## src/srr_pkg.sv

```systemverilog
// package: constants and types for the serial receive recovery block
package srr_pkg;

  // ------------------------------------------------------------
  // register byte offsets
  // ------------------------------------------------------------
  localparam logic [4:0] OFS_DIVISOR = 5'h00;
  localparam logic [4:0] OFS_CONTROL_ONE = 5'h04;
  localparam logic [4:0] OFS_STATUS = 5'h08;
  localparam logic [4:0] OFS_DATA = 5'h0C;
  localparam logic [4:0] OFS_IRQ_CLEAR = 5'h10;
  localparam logic [4:0] OFS_IRQ_ENABLE = 5'h14;

  // ------------------------------------------------------------
  // field positions and reset values
  // ------------------------------------------------------------
  localparam int CTL_NINE_BIT = 0;
  localparam int CTL_FULL_IRQ = 1;
  localparam int CTL_RX_ENABLE = 2;
  localparam int DIV_WIDTH = 13;
  localparam logic [12:0] DIVISOR_RESET = 13'h0001;
  localparam logic [2:0] CONTROL_RESET = 3'h0;
  localparam logic [2:0] FLAGS_RESET = 3'h0;

  // ------------------------------------------------------------
  // oversampling tick positions within one bit
  // ------------------------------------------------------------
  localparam logic [4:0] RT_FIRST = 5'h01;
  localparam logic [4:0] RT_VERIFY_A = 5'h03;
  localparam logic [4:0] RT_VERIFY_B = 5'h05;
  localparam logic [4:0] RT_VERIFY_C = 5'h07;
  localparam logic [4:0] RT_MID_A = 5'h08;
  localparam logic [4:0] RT_MID_B = 5'h09;
  localparam logic [4:0] RT_MID_C = 5'h0A;
  localparam logic [4:0] RT_LAST = 5'h10;
  localparam logic [3:0] BITS_EIGHT = 4'h8;
  localparam logic [3:0] BITS_NINE = 4'h9;

  // ------------------------------------------------------------
  // types
  // ------------------------------------------------------------
  typedef enum logic [1:0] {
    SRR_HUNT,
    SRR_START,
    SRR_DATA,
    SRR_STOP
  } srr_state_t;

  // status layout, shared by status, clear and enable registers
  typedef struct packed {
    logic framingErrorFlag;
    logic noiseFlag;
    logic rxFullFlag;
  } srr_flags_t;

endpackage

```

## src/srr_receiver.sv

```systemverilog
// module: oversampled asynchronous serial receiver with Avalon-MM slave
// Summary of operation
// - accept eight or nine data bits
// - shift frame in, move data to buffer
// - buffer load sets full flag, may interrupt
// - sample pin on sixteen-times oversampling tick
// - resync after start and one-to-zero change
// - start search: zero after three ones
// - verify start at ticks three, five, seven
// - failed verify restarts search, no noise
// - data bit by majority of ticks 8-10
// - start mid samples only raise noise
// - stop majority zero gives framing error
// - break character also gives framing error
// - framing error with full flag, blocks reception
// - frame is start, data, stop bits
// - length bit set selects nine bits
// - thirteen-bit divisor counter makes tick
`timescale 1ns/1ps
module srr_receiver #(
  parameter int ADDR_W = 5,
  parameter int DIV_W = srr_pkg::DIV_WIDTH
) (
  input wire logic clk,
  input wire logic sys_rst,
  input wire logic [ADDR_W-1:0] avs_address,
  input wire logic avs_read,
  input wire logic avs_write,
  input wire logic [31:0] avs_writedata,
  output logic [31:0] avs_readdata,
  output logic avs_waitrequest,
  input wire logic rxPin,
  output logic irq
);

  // ------------------------------------------------------------
  // elaboration checks
  // ------------------------------------------------------------
  if (DIV_W != srr_pkg::DIV_WIDTH) begin : g_bad_div
    $error("divisor width must be thirteen");
  end
  if (ADDR_W < 5) begin : g_bad_addr
    $error("address must be at least five bits");
  end

  // ------------------------------------------------------------
  // helper functions
  // ------------------------------------------------------------
  // majority of three samples
  function automatic logic maj3(input logic [2:0] s);
    maj3 = (s[0] & s[1]) | (s[0] & s[2]) | (s[1] & s[2]);
  endfunction

  // samples not all equal
  function automatic logic split3(input logic [2:0] s);
    split3 = (s != 3'b000) && (s != 3'b111);
  endfunction

  // ------------------------------------------------------------
  // declarations
  // ------------------------------------------------------------
  logic [1:0] pinSync;
  logic rxIn;
  logic [DIV_W-1:0] divisor;
  logic [DIV_W-1:0] divCount;
  logic tick;
  logic [2:0] control;
  srr_pkg::srr_flags_t flags;
  srr_pkg::srr_flags_t irqEnable;
  srr_pkg::srr_flags_t events;
  srr_pkg::srr_flags_t clearMask;
  srr_pkg::srr_state_t state;
  logic [4:0] rtCount;
  logic [2:0] hist;
  logic [2:0] samples;
  logic [3:0] bitIndex;
  logic [8:0] shifter;
  logic [8:0] dataBuf;
  logic lastBit;
  logic ack;
  logic accept;
  logic [4:0] regAddr;
  logic nineBit;
  logic rxEnable;
  logic [3:0] frameBits;
  logic [2:0] midSet;
  logic bitValue;
  logic earlyEdge;
  logic lateEdge;
  logic [2:0] startSet;

  assign regAddr = avs_address[4:0];
  assign nineBit = control[srr_pkg::CTL_NINE_BIT];
  assign rxEnable = control[srr_pkg::CTL_RX_ENABLE];

  // ------------------------------------------------------------
  // pin synchroniser
  // ------------------------------------------------------------
  // pin is asynchronous; only the second stage is read below
  always_ff @(posedge clk) begin
    if (sys_rst) begin
      pinSync <= 2'b11;
    end else begin
      pinSync <= {pinSync[0], rxPin};
    end
  end
  assign rxIn = pinSync[1];

  // ------------------------------------------------------------
  // oversampling tick
  // ------------------------------------------------------------
  // modulus counter reloads from divisor; a zero divisor stops it
  always_ff @(posedge clk) begin
    if (sys_rst) begin
      divCount <= srr_pkg::DIVISOR_RESET;
    end else if (divisor == '0) begin
      divCount <= '0;
    end else if (divCount <= DIV_W'(1)) begin
      divCount <= divisor;
    end else begin
      divCount <= divCount - DIV_W'(1);
    end
  end
  assign tick = (divisor != '0) && (divCount <= DIV_W'(1));

  // ------------------------------------------------------------
  // bit decode terms
  // ------------------------------------------------------------
  // mid samples with the live sample standing in for tick ten
  assign midSet = {rxIn, samples[1:0]};
  assign bitValue = maj3(midSet);
  assign startSet = {rxIn, samples[1:0]};
  assign frameBits = nineBit ? srr_pkg::BITS_NINE
                             : srr_pkg::BITS_EIGHT;
  // falling edge after a one bit: before mid samples or after them
  assign earlyEdge = lastBit && hist[0] && !rxIn &&
                     (rtCount < srr_pkg::RT_VERIFY_C) &&
                     (rtCount != '0);
  assign lateEdge = lastBit && hist[0] && !rxIn &&
                    (rtCount > srr_pkg::RT_MID_C);

  // ------------------------------------------------------------
  // receive state machine
  // ------------------------------------------------------------
  // one process owns the frame sequence and its sample store
  always_ff @(posedge clk) begin
    if (sys_rst) begin
      state <= srr_pkg::SRR_HUNT;
      rtCount <= '0;
      hist <= 3'b000;
      samples <= 3'b000;
      bitIndex <= '0;
      shifter <= '0;
      lastBit <= 1'b0;
    end else if (!rxEnable) begin
      state <= srr_pkg::SRR_HUNT;
      rtCount <= '0;
      hist <= 3'b000;
    end else if (tick) begin
      hist <= {hist[1:0], rxIn};
      case (state)
        srr_pkg::SRR_HUNT: begin
          rtCount <= '0;
          // no new frame while a framing error is pending
          if (hist == 3'b111 && !rxIn &&
              !flags.framingErrorFlag) begin
            state <= srr_pkg::SRR_START;
            rtCount <= srr_pkg::RT_FIRST;
          end
        end
        srr_pkg::SRR_START: begin
          rtCount <= rtCount + 5'h01;
          if (rtCount + 5'h01 == srr_pkg::RT_VERIFY_A) begin
            samples[0] <= rxIn;
          end
          if (rtCount + 5'h01 == srr_pkg::RT_VERIFY_B) begin
            samples[1] <= rxIn;
          end
          if (rtCount + 5'h01 == srr_pkg::RT_VERIFY_C &&
              maj3(startSet)) begin
            // two or more ones: false start, no noise flag, search again
            state <= srr_pkg::SRR_HUNT;
            rtCount <= '0;
            hist <= 3'b000;
          end
          if (rtCount == srr_pkg::RT_LAST) begin
            state <= srr_pkg::SRR_DATA;
            rtCount <= srr_pkg::RT_FIRST;
            bitIndex <= '0;
            lastBit <= 1'b0; // start bit always counts as zero
          end
        end
        srr_pkg::SRR_DATA, srr_pkg::SRR_STOP: begin
          rtCount <= rtCount + 5'h01;
          if (rtCount + 5'h01 == srr_pkg::RT_MID_A) begin
            samples[0] <= rxIn;
          end
          if (rtCount + 5'h01 == srr_pkg::RT_MID_B) begin
            samples[1] <= rxIn;
          end
          if (rtCount + 5'h01 == srr_pkg::RT_MID_C) begin
            if (state == srr_pkg::SRR_STOP) begin
              // stop decided: hunt at once for the next start
              state <= srr_pkg::SRR_HUNT;
              rtCount <= '0;
              hist <= bitValue ? 3'b111 : 3'b000;
            end else begin
              shifter <= {bitValue, shifter[8:1]};
              lastBit <= bitValue;
            end
          end
          if (state == srr_pkg::SRR_DATA && earlyEdge) begin
            rtCount <= srr_pkg::RT_FIRST;
          end
          if (state == srr_pkg::SRR_DATA &&
              (rtCount == srr_pkg::RT_LAST || lateEdge)) begin
            rtCount <= srr_pkg::RT_FIRST;
            bitIndex <= bitIndex + 4'h1;
            if (bitIndex + 4'h1 == frameBits) begin
              state <= srr_pkg::SRR_STOP;
            end
          end
        end
        default: begin
          state <= srr_pkg::SRR_HUNT;
          rtCount <= '0;
        end
      endcase
    end
  end

  // ------------------------------------------------------------
  // frame events
  // ------------------------------------------------------------
  // all events are single-cycle, qualified by the tick
  always_comb begin
    events = '0;
    if (tick && rxEnable) begin
      if (state == srr_pkg::SRR_START) begin
        if (rtCount + 5'h01 == srr_pkg::RT_VERIFY_C) begin
          // exactly one high verify sample is noise
          events.noiseFlag = split3(startSet) &&
                             !maj3(startSet);
        end
        if (rtCount + 5'h01 >= srr_pkg::RT_MID_A &&
            rtCount + 5'h01 <= srr_pkg::RT_MID_C && rxIn) begin
          events.noiseFlag = 1'b1;
        end
      end
      if ((state == srr_pkg::SRR_DATA ||
           state == srr_pkg::SRR_STOP) &&
          rtCount + 5'h01 == srr_pkg::RT_MID_C) begin
        events.noiseFlag = split3(midSet);
      end
      if (state == srr_pkg::SRR_STOP &&
          rtCount + 5'h01 == srr_pkg::RT_MID_C) begin
        events.rxFullFlag = 1'b1;
        events.framingErrorFlag = !bitValue;
      end
    end
  end

  // ------------------------------------------------------------
  // receive data buffer
  // ------------------------------------------------------------
  // eight-bit frames sit one place high in the shifter
  always_ff @(posedge clk) begin
    if (sys_rst) begin
      dataBuf <= '0;
    end else if (events.rxFullFlag) begin
      dataBuf <= nineBit ? shifter
                         : {1'b0, shifter[8:1]};
    end
  end

  // ------------------------------------------------------------
  // bus handshake
  // ------------------------------------------------------------
  // one wait cycle per access; the second cycle completes it
  always_ff @(posedge clk) begin
    if (sys_rst) begin
      ack <= 1'b0;
    end else begin
      ack <= (avs_read || avs_write) && !ack;
    end
  end
  assign avs_waitrequest = (avs_read || avs_write) && !ack;
  assign accept = ack && (avs_read || avs_write);

  // ------------------------------------------------------------
  // writable registers
  // ------------------------------------------------------------
  always_ff @(posedge clk) begin
    if (sys_rst) begin
      divisor <= srr_pkg::DIVISOR_RESET;
      control <= srr_pkg::CONTROL_RESET;
      irqEnable <= srr_pkg::FLAGS_RESET;
    end else if (accept && avs_write) begin
      case (regAddr)
        srr_pkg::OFS_DIVISOR: begin
          divisor <= avs_writedata[DIV_W-1:0];
        end
        srr_pkg::OFS_CONTROL_ONE: begin
          control <= avs_writedata[2:0];
          irqEnable.rxFullFlag <=
            avs_writedata[srr_pkg::CTL_FULL_IRQ];
        end
        srr_pkg::OFS_IRQ_ENABLE: begin
          irqEnable <= avs_writedata[2:0];
        end
        default: begin
        end
      endcase
    end
  end

  // ------------------------------------------------------------
  // sticky status flags
  // ------------------------------------------------------------
  // clear by write of ones, full also by reading data; set wins
  always_comb begin
    clearMask = '0;
    if (accept && avs_write && regAddr == srr_pkg::OFS_IRQ_CLEAR) begin
      clearMask = avs_writedata[2:0];
    end
    if (accept && avs_read && regAddr == srr_pkg::OFS_DATA) begin
      clearMask.rxFullFlag = 1'b1;
    end
  end

  always_ff @(posedge clk) begin
    if (sys_rst) begin
      flags <= srr_pkg::FLAGS_RESET;
    end else begin
      flags <= (flags & ~clearMask) | events;
    end
  end

  assign irq = |(flags & irqEnable);

  // ------------------------------------------------------------
  // read data
  // ------------------------------------------------------------
  // captured in the wait cycle, valid when waitrequest drops
  always_ff @(posedge clk) begin
    if (sys_rst) begin
      avs_readdata <= '0;
    end else if (avs_read && !ack) begin
      case (regAddr)
        srr_pkg::OFS_DIVISOR: begin
          avs_readdata <= {19'h0, divisor};
        end
        srr_pkg::OFS_CONTROL_ONE: begin
          avs_readdata <= {29'h0, control[2],
                           irqEnable.rxFullFlag, control[0]};
        end
        srr_pkg::OFS_STATUS: begin
          avs_readdata <= {28'h0, state != srr_pkg::SRR_HUNT,
                           flags};
        end
        srr_pkg::OFS_DATA: begin
          avs_readdata <= {23'h0, dataBuf};
        end
        srr_pkg::OFS_IRQ_ENABLE: begin
          avs_readdata <= {29'h0, irqEnable};
        end
        default: begin
          avs_readdata <= '0;
        end
      endcase
    end
  end

endmodule

```

## config.mk

```make
export PLATFORM = sky130hd
export DESIGN_NAME = srr_receiver
export DESIGN_NICKNAME = d
export VERILOG_FILES = /design/src/srr_pkg.sv /design/src/srr_receiver.sv
export SDC_FILE = /design/constraint.sdc
export NUM_CORES = 1
export LEC_CHECK = 0
export BUFFER_PORTS_ARGS = -buffer_cell sky130_fd_sc_hd__buf_2
export CAP_MARGIN = 20
export CORE_MARGIN = 3
export CORE_UTILIZATION = 61
export DETAILED_ROUTE_END_ITERATION = 10
export PLACE_DENSITY_LB_ADDON = 0.25
export SETUP_SLACK_MARGIN = 0.2
export SLEW_MARGIN = 0
export SYNTH_ARGS = -nofsm -noshare
export SYNTH_HDL_FRONTEND = slang
export SYNTH_SLANG_ARGS = --single-unit
```

## constraint.sdc

```tcl
create_clock -name clk -period 5.3 [get_ports clk]
set_input_delay 0.53 -clock clk [delete_from_list [all_inputs] [get_ports clk]]
set_output_delay 0.53 -clock clk [all_outputs]
set_load 0.01 [all_outputs]
```

==> impl_metrics.json, run 1 <==
{
  "status": "finished, final reports clean",
  "cp_data_arrival_time_ns": 3.28,
  "via_per_inst": 5.95,
  "multi_input_area_mm2": 0.00266,
  "endpoint_kind": "flip-flop",
  "cts.root.buffer_cell": "clkbuf_8",
  "post_cts_buffers": 0,
  "hpwl_um": 7240,
  "final_nets": 597,
  "cts_tree": "yes",
  "yosys_warnings": 0,
  "critPathMaxFanout": 12,
  "chipWidth_um": 93.3,
  "grt_max_degree": 70,
  "regArea_mm2": 0.00170,
  "firstDrtPassIters": 5,
  "drive_gt1_frac": 0.143,
  "ys_ff_latch": 85,
  "rows": 31,
  "vdd_drop_max_v": 0.000224,
  "setup_ws_ns": 2.31,
  "dp_cells": 636,
  "io_pins": 76,
  "fin_skew_ns": 0.0117,
  "nFillCells": 596,
  "crit_type": "reg -> reg",
  "drv_slew": 0,
  "design.core.area_mm2": 0.00733,
  "cts.path.max_buffers": 2,
  "port_buffers": 37,
  "finalHoldViolCount": 0,
  "wire_per_inst_um": 15.6,
  "drt_iter0_markers": 336,
  "clk_latency_ns": 0.36,
  "place_congestion": 0.887,
  "mostFrequentLayoutCell": "dfxtp_1",
  "synthFlopType": "dfxtp_1",
  "slowest_stage": "dfxtp_1",
  "num_vias": 3877,
  "cp-start-kind": "flip-flop",
  "post-place-ws_ns": 2.38,
  "path_buf_inv": 0,
  "worstHoldPathType": "in -> reg",
  "area_growth_pct": 5.22,
  "path_cells": "ha_1, nand3_1, a22oi_2, and4_1, nand4_2, or2_0, a21oi_1",
  "rsz0062_at_grt": "false",
  "timing.final.crit_share": 0.565,
  "cp_data_required_time_ns": 5.58,
  "p_leak_nw": 1.86,
  "slowest_delay_ns": 0.56,
  "synthCells": 534,
  "cts_buffers": 9,
  "hold_ws_ns": 0.348,
  "ys_seq_area_frac": 0.366,
  "cts.sinks": 85,
  "die-area_mm2": 0.00871,
  "setup_viol": 0,
  "grt_pass1_vias": 3594,
  "hold_buffers": 0,
  "drtAntennaViolNets": 0,
  "relSlewSlack": 0.486,
  "overflow": 0,
  "h-tree-depth": 3,
  "drc_errors": 0,
  "async_flop_share": 0,
  "synth_edf_count": 0,
  "fin_util": 0.668,
  "instances_no_fill": 652,
  "power_density_mw_per_mm2": 297,
  "routed_wl_um": 10200,
  "avgSynthCellArea_um2": 8.71,
  "yosysUniqueCellTypes": 73,
  "grt_usage": 0.243,
  "syn_area_mm2": 0.00465,
  "worst_pin_slew_ns": 0.771,
  "period_needed_ns": 2.99,
  "cpLargestDelayFamily": "simple AND/OR/NAND/NOR gates",
  "path_clk_slew_ns": 0.09,
  "die_y_um": 93.3,
  "start_util": 0.635,
  "fin_setup_tns_ns": 0,
  "grt_pass1_wl_um": 17200,
  "n_antenna_cell": 0,
  "mostFrequentLayoutCells": "dfxtp_1 (85), nor2_1 (80), mux2i_1 (42)",
  "cts_resized": 0,
  "clock.fmax_mhz": 334,
  "antenna_found_initial": 0,
  "cap_violations": 0
}
==> cells by family after synthesis <==
kind of cell | Yosys count | synth area share
other cells | 1 | 0.000806
buf+inv | 64 | 0.0767
xor+xnor | 15 | 0.0282
fa+ha+maj | 8 | 0.0210
simple gates | 209 | 0.243
mux | 50 | 0.110
compound gates | 102 | 0.154
flops | 85 | 0.366
==> stage by stage <==
stage               power, mW  cell area (um^2)
global placement         1.03              4720
finish                   1.46              4890
floorplan               0.988              4720
detailed placement       1.04              4720
CTS                      1.45              4890
global route             1.53              4890
==> path summary, 6_finish.rpt <==
kind | start | to | slack (ns) | depth (start not counted)
hold reg to reg | pinSync[0]$_SDFF_PP1_ | pinSync[1]$_SDFF_PP1_ | 0.42 | 1
setup / recovery | rtCount[0]$_SDFFE_PP0N_ | dataBuf[8]$_SDFFE_PP0P_ | 2.31 | 7
hold / removal | rxPin | pinSync[0]$_SDFF_PP1_ | 0.35 | 2
setup reg to reg | rtCount[0]$_SDFFE_PP0N_ | dataBuf[8]$_SDFFE_PP0P_ | 2.31 | 7
==> synthesized netlist by cell type, types with 5 or more instances <==
| cell type | number | area [um^2] |
|---|---|---|
| nor4_1 | 5 | 31.3 |
| nand2b_1 | 10 | 62.6 |
| a311oi_1 | 5 | 43.8 |
| xnor2_1 | 10 | 87.6 |
| clkbuf_1 | 21 | 78.8 |
| a22oi_1 | 12 | 90.1 |
| nor2_1 | 80 | 300 |
| nand3b_1 | 8 | 60.1 |
| o21ai_0 | 11 | 55.1 |
| inv_1 | 11 | 41.3 |
| mux2_2 | 8 | 90.1 |
| nand3_1 | 17 | 85.1 |
| mux2i_1 | 42 | 420 |
| ha_1 | 7 | 87.6 |
| buf_4 | 22 | 165 |
| nor3_1 | 11 | 55.1 |
| a211oi_1 | 11 | 82.6 |
| buf_2 | 8 | 40.0 |
| nor2b_1 | 5 | 31.3 |
| a21oi_1 | 27 | 135 |
| xor2_1 | 5 | 43.8 |
| dfxtp_1 | 85 | 1700 |
| nand2_1 | 31 | 116 |
==> worst register-to-register path: cells and delay by family (launching register included) <==
family                   cells  cell delay [ns]
AO/OA/AOI/OAI                2             0.48
AND/OR/NAND/NOR              4             1.48
flip-flops                   1             0.56
adder cells (fa/ha/maj)      1             0.41
==> where the power goes <==
group | internal [mW] | switching [mW] | leakage, nW | total (mW)
registers | 0.671 | 0.0375 | 0.688 | 0.708
clock network | 0.174 | 0.247 | 0.0833 | 0.420
logic | 0.123 | 0.203 | 1.09 | 0.327
total | 0.968 | 0.487 | 1.86 | 1.46
==> metal layers <==
| metal | GRT usage | share of wire | vias to the layer above |
|---|---|---|---|
| met1 | 0.338 | 0.46 | 1812 |
| met5 | 0 | 0 | - |
| li1 | - | - | 1894 |
| met3 | 0.0394 | 0.062 | 18 |
| met2 | 0.385 | 0.46 | 153 |
| met4 | 0.0818 | 0.019 | 0 |
==> sequential cells by signal, summed over array words and instances (netlist names), 3 cells and up <==
register,cells
shifter,9
avs_readdata,13
divisor,13
rtCount,5
irqEnable,3
flags,3
hist,3
dataBuf,9
bitIndex,4
divCount,13
==> layout make-up <==
class	count	share of cell area
Inverter	11	0.00844
Sequential cell	85	0.348
Timing Repair Buffer	38	0.0394
Multi-Input combinational cell	403	0.544
Clock inverter	6	0.00946
Clock buffer	10	0.0261
Tap cell	99	0.0253
Note: power is estimated with default switching activity, not from simulation.
==> run 2: changes to the inputs <==
Settings changed: CORE_UTILIZATION 61 to 57.
Clock period 5.3 ns to 3 ns, I/O delays scaled along.
==> run 2 against run 1 <==
  * Power rose by 100%
  * Largest power group unchanged
  * Clock power rose to 2.5 times the previous value
  * Final cell count is 1.4% higher
  * Register-to-register slack worse by 1.8 ns
  * Wire length up 5.4%
  * Non-clock buffer count is 7 higher
  * Setup slack lost 1.8 ns
  * Sequential share of layout area is 0.99 points lower
  * Combinational power up 83%
  * Utilization decreased by 2.2 points
  * Global-route usage down 0.35 points
  * Highest routed layer unchanged
  * Critical path type unchanged
  * Maximum frequency is 20% higher
==> impl_metrics.json, run 2 (synthesis results as in run 1) <==
{
  "met3_wirelength_um": 626,
  "cpLargestDelayFamily": "simple AND/OR/NAND/NOR gates",
  "multi_input_area_mm2": 0.00266,
  "worstHoldPathType": "in -> reg",
  "met2_wirelength_um": 5060,
  "port_buffers": 37,
  "num_vias": 3919,
  "h-tree-depth": 3,
  "antenna_found_initial": 0,
  "wire_per_inst_um": 16.2,
  "drv_slew": 0,
  "firstDrtPassIters": 5,
  "area_growth_pct": 8.31,
  "fin_setup_tns_ns": 0,
  "post_cts_buffers": 0,
  "start_util": 0.596,
  "fin_skew_ns": 0.00754,
  "fin_util": 0.645,
  "placed_cell_area_mm2": 0.00478,
  "hold_buffers": 0,
  "overflow": 0,
  "cp-start-kind": "flip-flop",
  "cts.root.buffer_cell": "clkbuf_8",
  "drc_errors": 0,
  "drt-met1-wl_um": 4860,
  "place_congestion": 0.871,
  "crit_type": "reg -> reg",
  "worst_pin_slew_ns": 0.765,
  "mostFrequentLayoutCell": "dfxtp_1",
  "hold_ws_ns": 0.153,
  "die-area_mm2": 0.00928,
  "rows": 32,
  "period_needed_ns": 2.49,
  "timing.final.crit_share": 0.830,
  "path_buf_inv": 1,
  "drt_iter0_markers": 306,
  "regArea_mm2": 0.00170,
  "path_clk_slew_ns": 0.09,
  "p_comb_frac": 0.205,
  "switching_share": 0.289,
  "clk_latency_ns": 0.35,
  "nFillCells": 658,
  "slowest_delay_ns": 0.36,
  "finalInstanceArea_mm2": 0.00504,
  "cp_data_arrival_time_ns": 2.72,
  "slowest_stage": "ha_1",
  "die_y_um": 96.3,
  "cts_tree": "yes",
  "drtAntennaViolNets": 0,
  "path_cells": "ha_1, nand3_1, a22oi_2, and4_1, nand4_2, buf_4, mux2i_1, nor2_1",
  "relSlewSlack": 0.477,
  "p_leak_nw": 1.94,
  "power_density_mw_per_mm2": 577,
  "top_regs": "avs_readdata: 13 flops, divCount: 13 flops, divisor: 13 flops",
  "grt_pass1_wl_um": 17500,
  "finalHoldViolCount": 0,
  "vdd_drop_max_v": 0.000328,
  "netSwitchingPower_uw": 840,
  "grt_max_degree": 42,
  "chipWidth_um": 96.3,
  "cp_data_required_time_ns": 3.23,
  "cts_resized": 0,
  "endpoint_kind": "flip-flop",
  "total_power_mw": 2.91,
  "via_per_inst": 5.93,
  "clock.fmax_mhz": 402,
  "final_nets": 604,
  "cts.sinks": 85,
  "n_antenna_cell": 0,
  "clock_power_share": 0.363,
  "power.internal_mw": 2.07,
  "status": "finished, final reports clean",
  "rsz0062_at_grt": "false",
  "critPathMaxFanout": 10,
  "seqPwrFrac": 0.431,
  "drive_gt1_frac": 0.152,
  "hpwl_um": 7620,
  "mostFrequentLayoutCells": "dfxtp_1 (85), nor2_1 (80), mux2i_1 (42)",
  "cap_violations": 0,
  "grt_pass1_vias": 3554,
  "setup_viol": 0,
  "routed_wl_um": 10700,
  "grt_usage": 0.240,
  "design.core.area_mm2": 0.00781,
  "cts_buffers": 9,
  "io_pins": 76,
  "maxUsedRoutingLayer": "met4",
  "cts.path.max_buffers": 2
}
[run 2: power groups by stage]
stage          Combinational, mW  Sequential, mW  Clock (mW)
4_1_cts                    0.595            1.25        1.06
3_5_place_dp               0.582            1.28           0
2_1_floorplan              0.484            1.26           0
5_1_grt                    0.661            1.26        1.11
6_report                   0.597            1.25        1.06
3_3_place_gp               0.565            1.27           0
[run 2: final cells by class]
class / instances / share of cell area
Multi-Input combinational cell: 403 / 0.528
Sequential cell: 85 / 0.338
Timing Repair Buffer: 45 / 0.0487
Clock buffer: 11 / 0.0281
Tap cell: 102 / 0.0253
Clock inverter: 4 / 0.0238
Inverter: 11 / 0.00819
[run 2: path summary, 6_finish.rpt]
check / startpoint / to / slack [ns] / cells after the start
min: rxPin / pinSync[0]$_SDFF_PP1_ / 0.15 / 2
max reg2reg: rtCount[1]$_SDFFE_PP0N_ / dataBuf[6]$_SDFFE_PP0P_ / 0.51 / 8
min reg2reg: pinSync[0]$_SDFF_PP1_ / pinSync[1]$_SDFF_PP1_ / 0.42 / 1
max: rtCount[1]$_SDFFE_PP0N_ / dataBuf[6]$_SDFFE_PP0P_ / 0.51 / 8
[run 2: per-stage QoR]
step,std cells,setup slack (ns)
after floorplan,552,0.806
after global placement,646,0.611
after detailed placement,646,0.563
after CTS,661,0.535
after global routing,661,0.357
final,661,0.510
[run 2: worst reg2reg max path: cells and delay by family, from the launching register on]
kind / cells / cell delay (ns)
buffers and inverters: 1 / 0.30
AOI/OAI and AO/OA: 1 / 0.33
and+or+nand+nor: 4 / 0.90
muxes: 1 / 0.14
adders and majority gates: 1 / 0.36
DFF: 1 / 0.34
[run 2: metal layers]
metal | vias to the layer above | global-route usage
met2 | 153 | 0.394
met1 | 1825 | 0.319
met4 | 0 | 0.0818
met3 | 17 | 0.0407
met5 | - | 0
li1 | 1924 | -
==> run 3: changes to the inputs <==
Settings changed: CORE_UTILIZATION 57 to 51.
Clock period 3 ns to 2.1 ns, I/O delays scaled along.
==> run 3 against run 2 <==
  * Wire length grew 8.6%
  * Flip-flop and latch count is the same
  * Maximum frequency grew 27%
  * Via count up 3.5%
  * Highest routed layer unchanged
  * Register-to-register slack got worse by 0.37 ns
  * Die area rose by 11%
  * Global-route usage is 1.2 points lower
  * Hold slack lost 0.089 ns
  * Utilization fell by 3.3 points
  * Sequential share of layout area fell by 1.9 points
  * Clock-buffer cell count decreased by 2
  * Design area up 7.1%
  * Largest cell class unchanged
==> impl_metrics.json, run 3 (synthesis results as in run 1) <==
{
  "firstDrtPassIters": 5,
  "cts.root.buffer_cell": "clkbuf_8",
  "cp_data_required_time_ns": 2.33,
  "area_growth_pct": 15.9,
  "wire_per_inst_um": 16.7,
  "period_needed_ns": 1.96,
  "h-tree-depth": 3,
  "status": "finished, final reports clean",
  "antenna_found_initial": 0,
  "mostFrequentLayoutCells": "nor2_1 (79), dfxtp_1 (77), mux2i_1 (42)",
  "num_vias": 4057,
  "drive_gt1_frac": 0.250,
  "cts.sinks": 85,
  "final_nets": 635,
  "p_leak_nw": 2.09,
  "endpoint_kind": "flip-flop",
  "place_congestion": 0.848,
  "drtAntennaViolNets": 0,
  "worst_pin_slew_ns": 0.746,
  "hold_ws_ns": 0.0635,
  "design.core.area_mm2": 0.00881,
  "crit_type": "reg -> reg",
  "timing.final.crit_share": 0.934,
  "io_pins": 76,
  "n_antenna_cell": 0,
  "clk_latency_ns": 0.37,
  "port_buffers": 37,
  "grt_usage": 0.228,
  "fin_setup_tns_ns": 0,
  "routed_wl_um": 11700,
  "rows": 34,
  "vdd_drop_max_v": 0.000467,
  "die-area_mm2": 0.0103,
  "hpwl_um": 8120,
  "finalHoldViolCount": 0,
  "fin_skew_ns": 0.00988,
  "grt_max_degree": 53,
  "drt_iter0_markers": 215,
  "path_clk_slew_ns": 0.09,
  "hold_buffers": 0,
  "drv_slew": 0,
  "power_density_mw_per_mm2": 744,
  "die_y_um": 102,
  "mostFrequentLayoutCell": "nor2_1",
  "drc_errors": 0,
  "grt_pass1_vias": 3787,
  "relSlewSlack": 0.490,
  "rsz0062_at_grt": "true",
  "slowest_stage": "dfxtp_4",
  "r2r_cells": 8,
  "grt_pass1_wl_um": 18800,
  "top_regs": "avs_readdata: 13 flops, divCount: 13 flops, divisor: 13 flops",
  "whs_path_depth": 2,
  "cts_tree": "yes",
  "clock.fmax_mhz": 510,
  "critPathMaxFanout": 6,
  "cts_buffers": 9,
  "cts.path.max_buffers": 2,
  "path_cells": "ha_4, o21ba_1, a22oi_2, and4_4, nand4_2, buf_6, mux2i_1, nor2_1",
  "start_util": 0.528,
  "via_per_inst": 5.80,
  "setup_viol": 0,
  "cp_data_arrival_time_ns": 2.20,
  "cap_violations": 0,
  "slowest_delay_ns": 0.38,
  "overflow": 0,
  "chipWidth_um": 102,
  "worstHoldPathType": "in -> reg",
  "cp-start-kind": "flip-flop"
}
run 3: changes by cell type in the layout (fill, tap and decap cells not counted), moves of 4 or more:
| cell | before | now |
|---|---|---|
| buf_4 | 8 | 35 |
| dfxtp_1 | 85 | 77 |
| bufinv_16 | 4 | 0 |
| inv_6 | 0 | 5 |
| dfxtp_4 | 0 | 4 |
| dfxtp_2 | 0 | 4 |
run 3: worst max-delay path: cells and delay by family (launching register included):
kind | cells | cell delay [ns]
buf+inv | 1 | 0.20
flops | 1 | 0.38
mux | 1 | 0.18
fa+ha+maj | 1 | 0.19
simple gates | 3 | 0.51
compound gates | 2 | 0.38
run 3: final timing paths:
kind	start	to	slack (ns)
setup / recovery	rtCount[0]$_SDFFE_PP0N_	dataBuf[7]$_SDFFE_PP0P_	0.14
hold / removal	rxPin	pinSync[0]$_SDFF_PP1_	0.06
setup reg to reg	rtCount[0]$_SDFFE_PP0N_	dataBuf[7]$_SDFFE_PP0P_	0.14
hold reg to reg	pinSync[0]$_SDFF_PP1_	pinSync[1]$_SDFF_PP1_	0.42
run 3: cell type report:
| cell class | instances | area [um^2] |
|---|---|---|
| Clock buffer | 9 | 124 |
| Clock inverter | 7 | 65.1 |
| Fill cell | 756 | 3410 |
| Inverter | 11 | 41.3 |
| Multi-Input combinational cell | 404 | 2830 |
| Sequential cell | 85 | 1720 |
| Tap cell | 108 | 135 |
| Timing Repair Buffer | 75 | 482 |
run 3: timing repair:
item                       4_1_cts  5_1_grt
gates resized for setup         19       20
cloned                           1        0
setup buffers                    5        7
setup endpoints to repair       37       41
pin swaps                       10       13
run 3: report_power, final:
part	leakage (nW)	total (mW)	switching, mW	internal (mW)
sequential	0.692	1.79	0.100	1.69
clock	0.0982	1.14	0.676	0.459
combinational	1.30	1.09	0.593	0.495
run 3: per-layer routing:
metal  vias to the layer above  part of all wire  GRT usage
li1                       1984                 -          -
met1                      1927              0.45      0.303
met2                       131              0.49      0.379
met3                        15             0.047     0.0358
met4                         0             0.019     0.0706
met5                         -                 0          0
run 3: per-stage QoR:
stage | power [mW] | utilization | std cells | setup WS (ns) | cell area (um^2)
3_3_place_gp | 2.70 | 0.563 | 670 | 0.0615 | 4960
4_1_cts | 3.92 | 0.598 | 692 | 0.166 | 5270
3_5_place_dp | 2.73 | 0.563 | 670 | 0.0359 | 4960
2_1_floorplan | 2.49 | - | 552 | 0.0932 | 4780
6_report | 4.02 | 0.613 | 699 | 0.139 | 5390
5_1_grt | 4.20 | 0.613 | 699 | 0.0939 | 5390
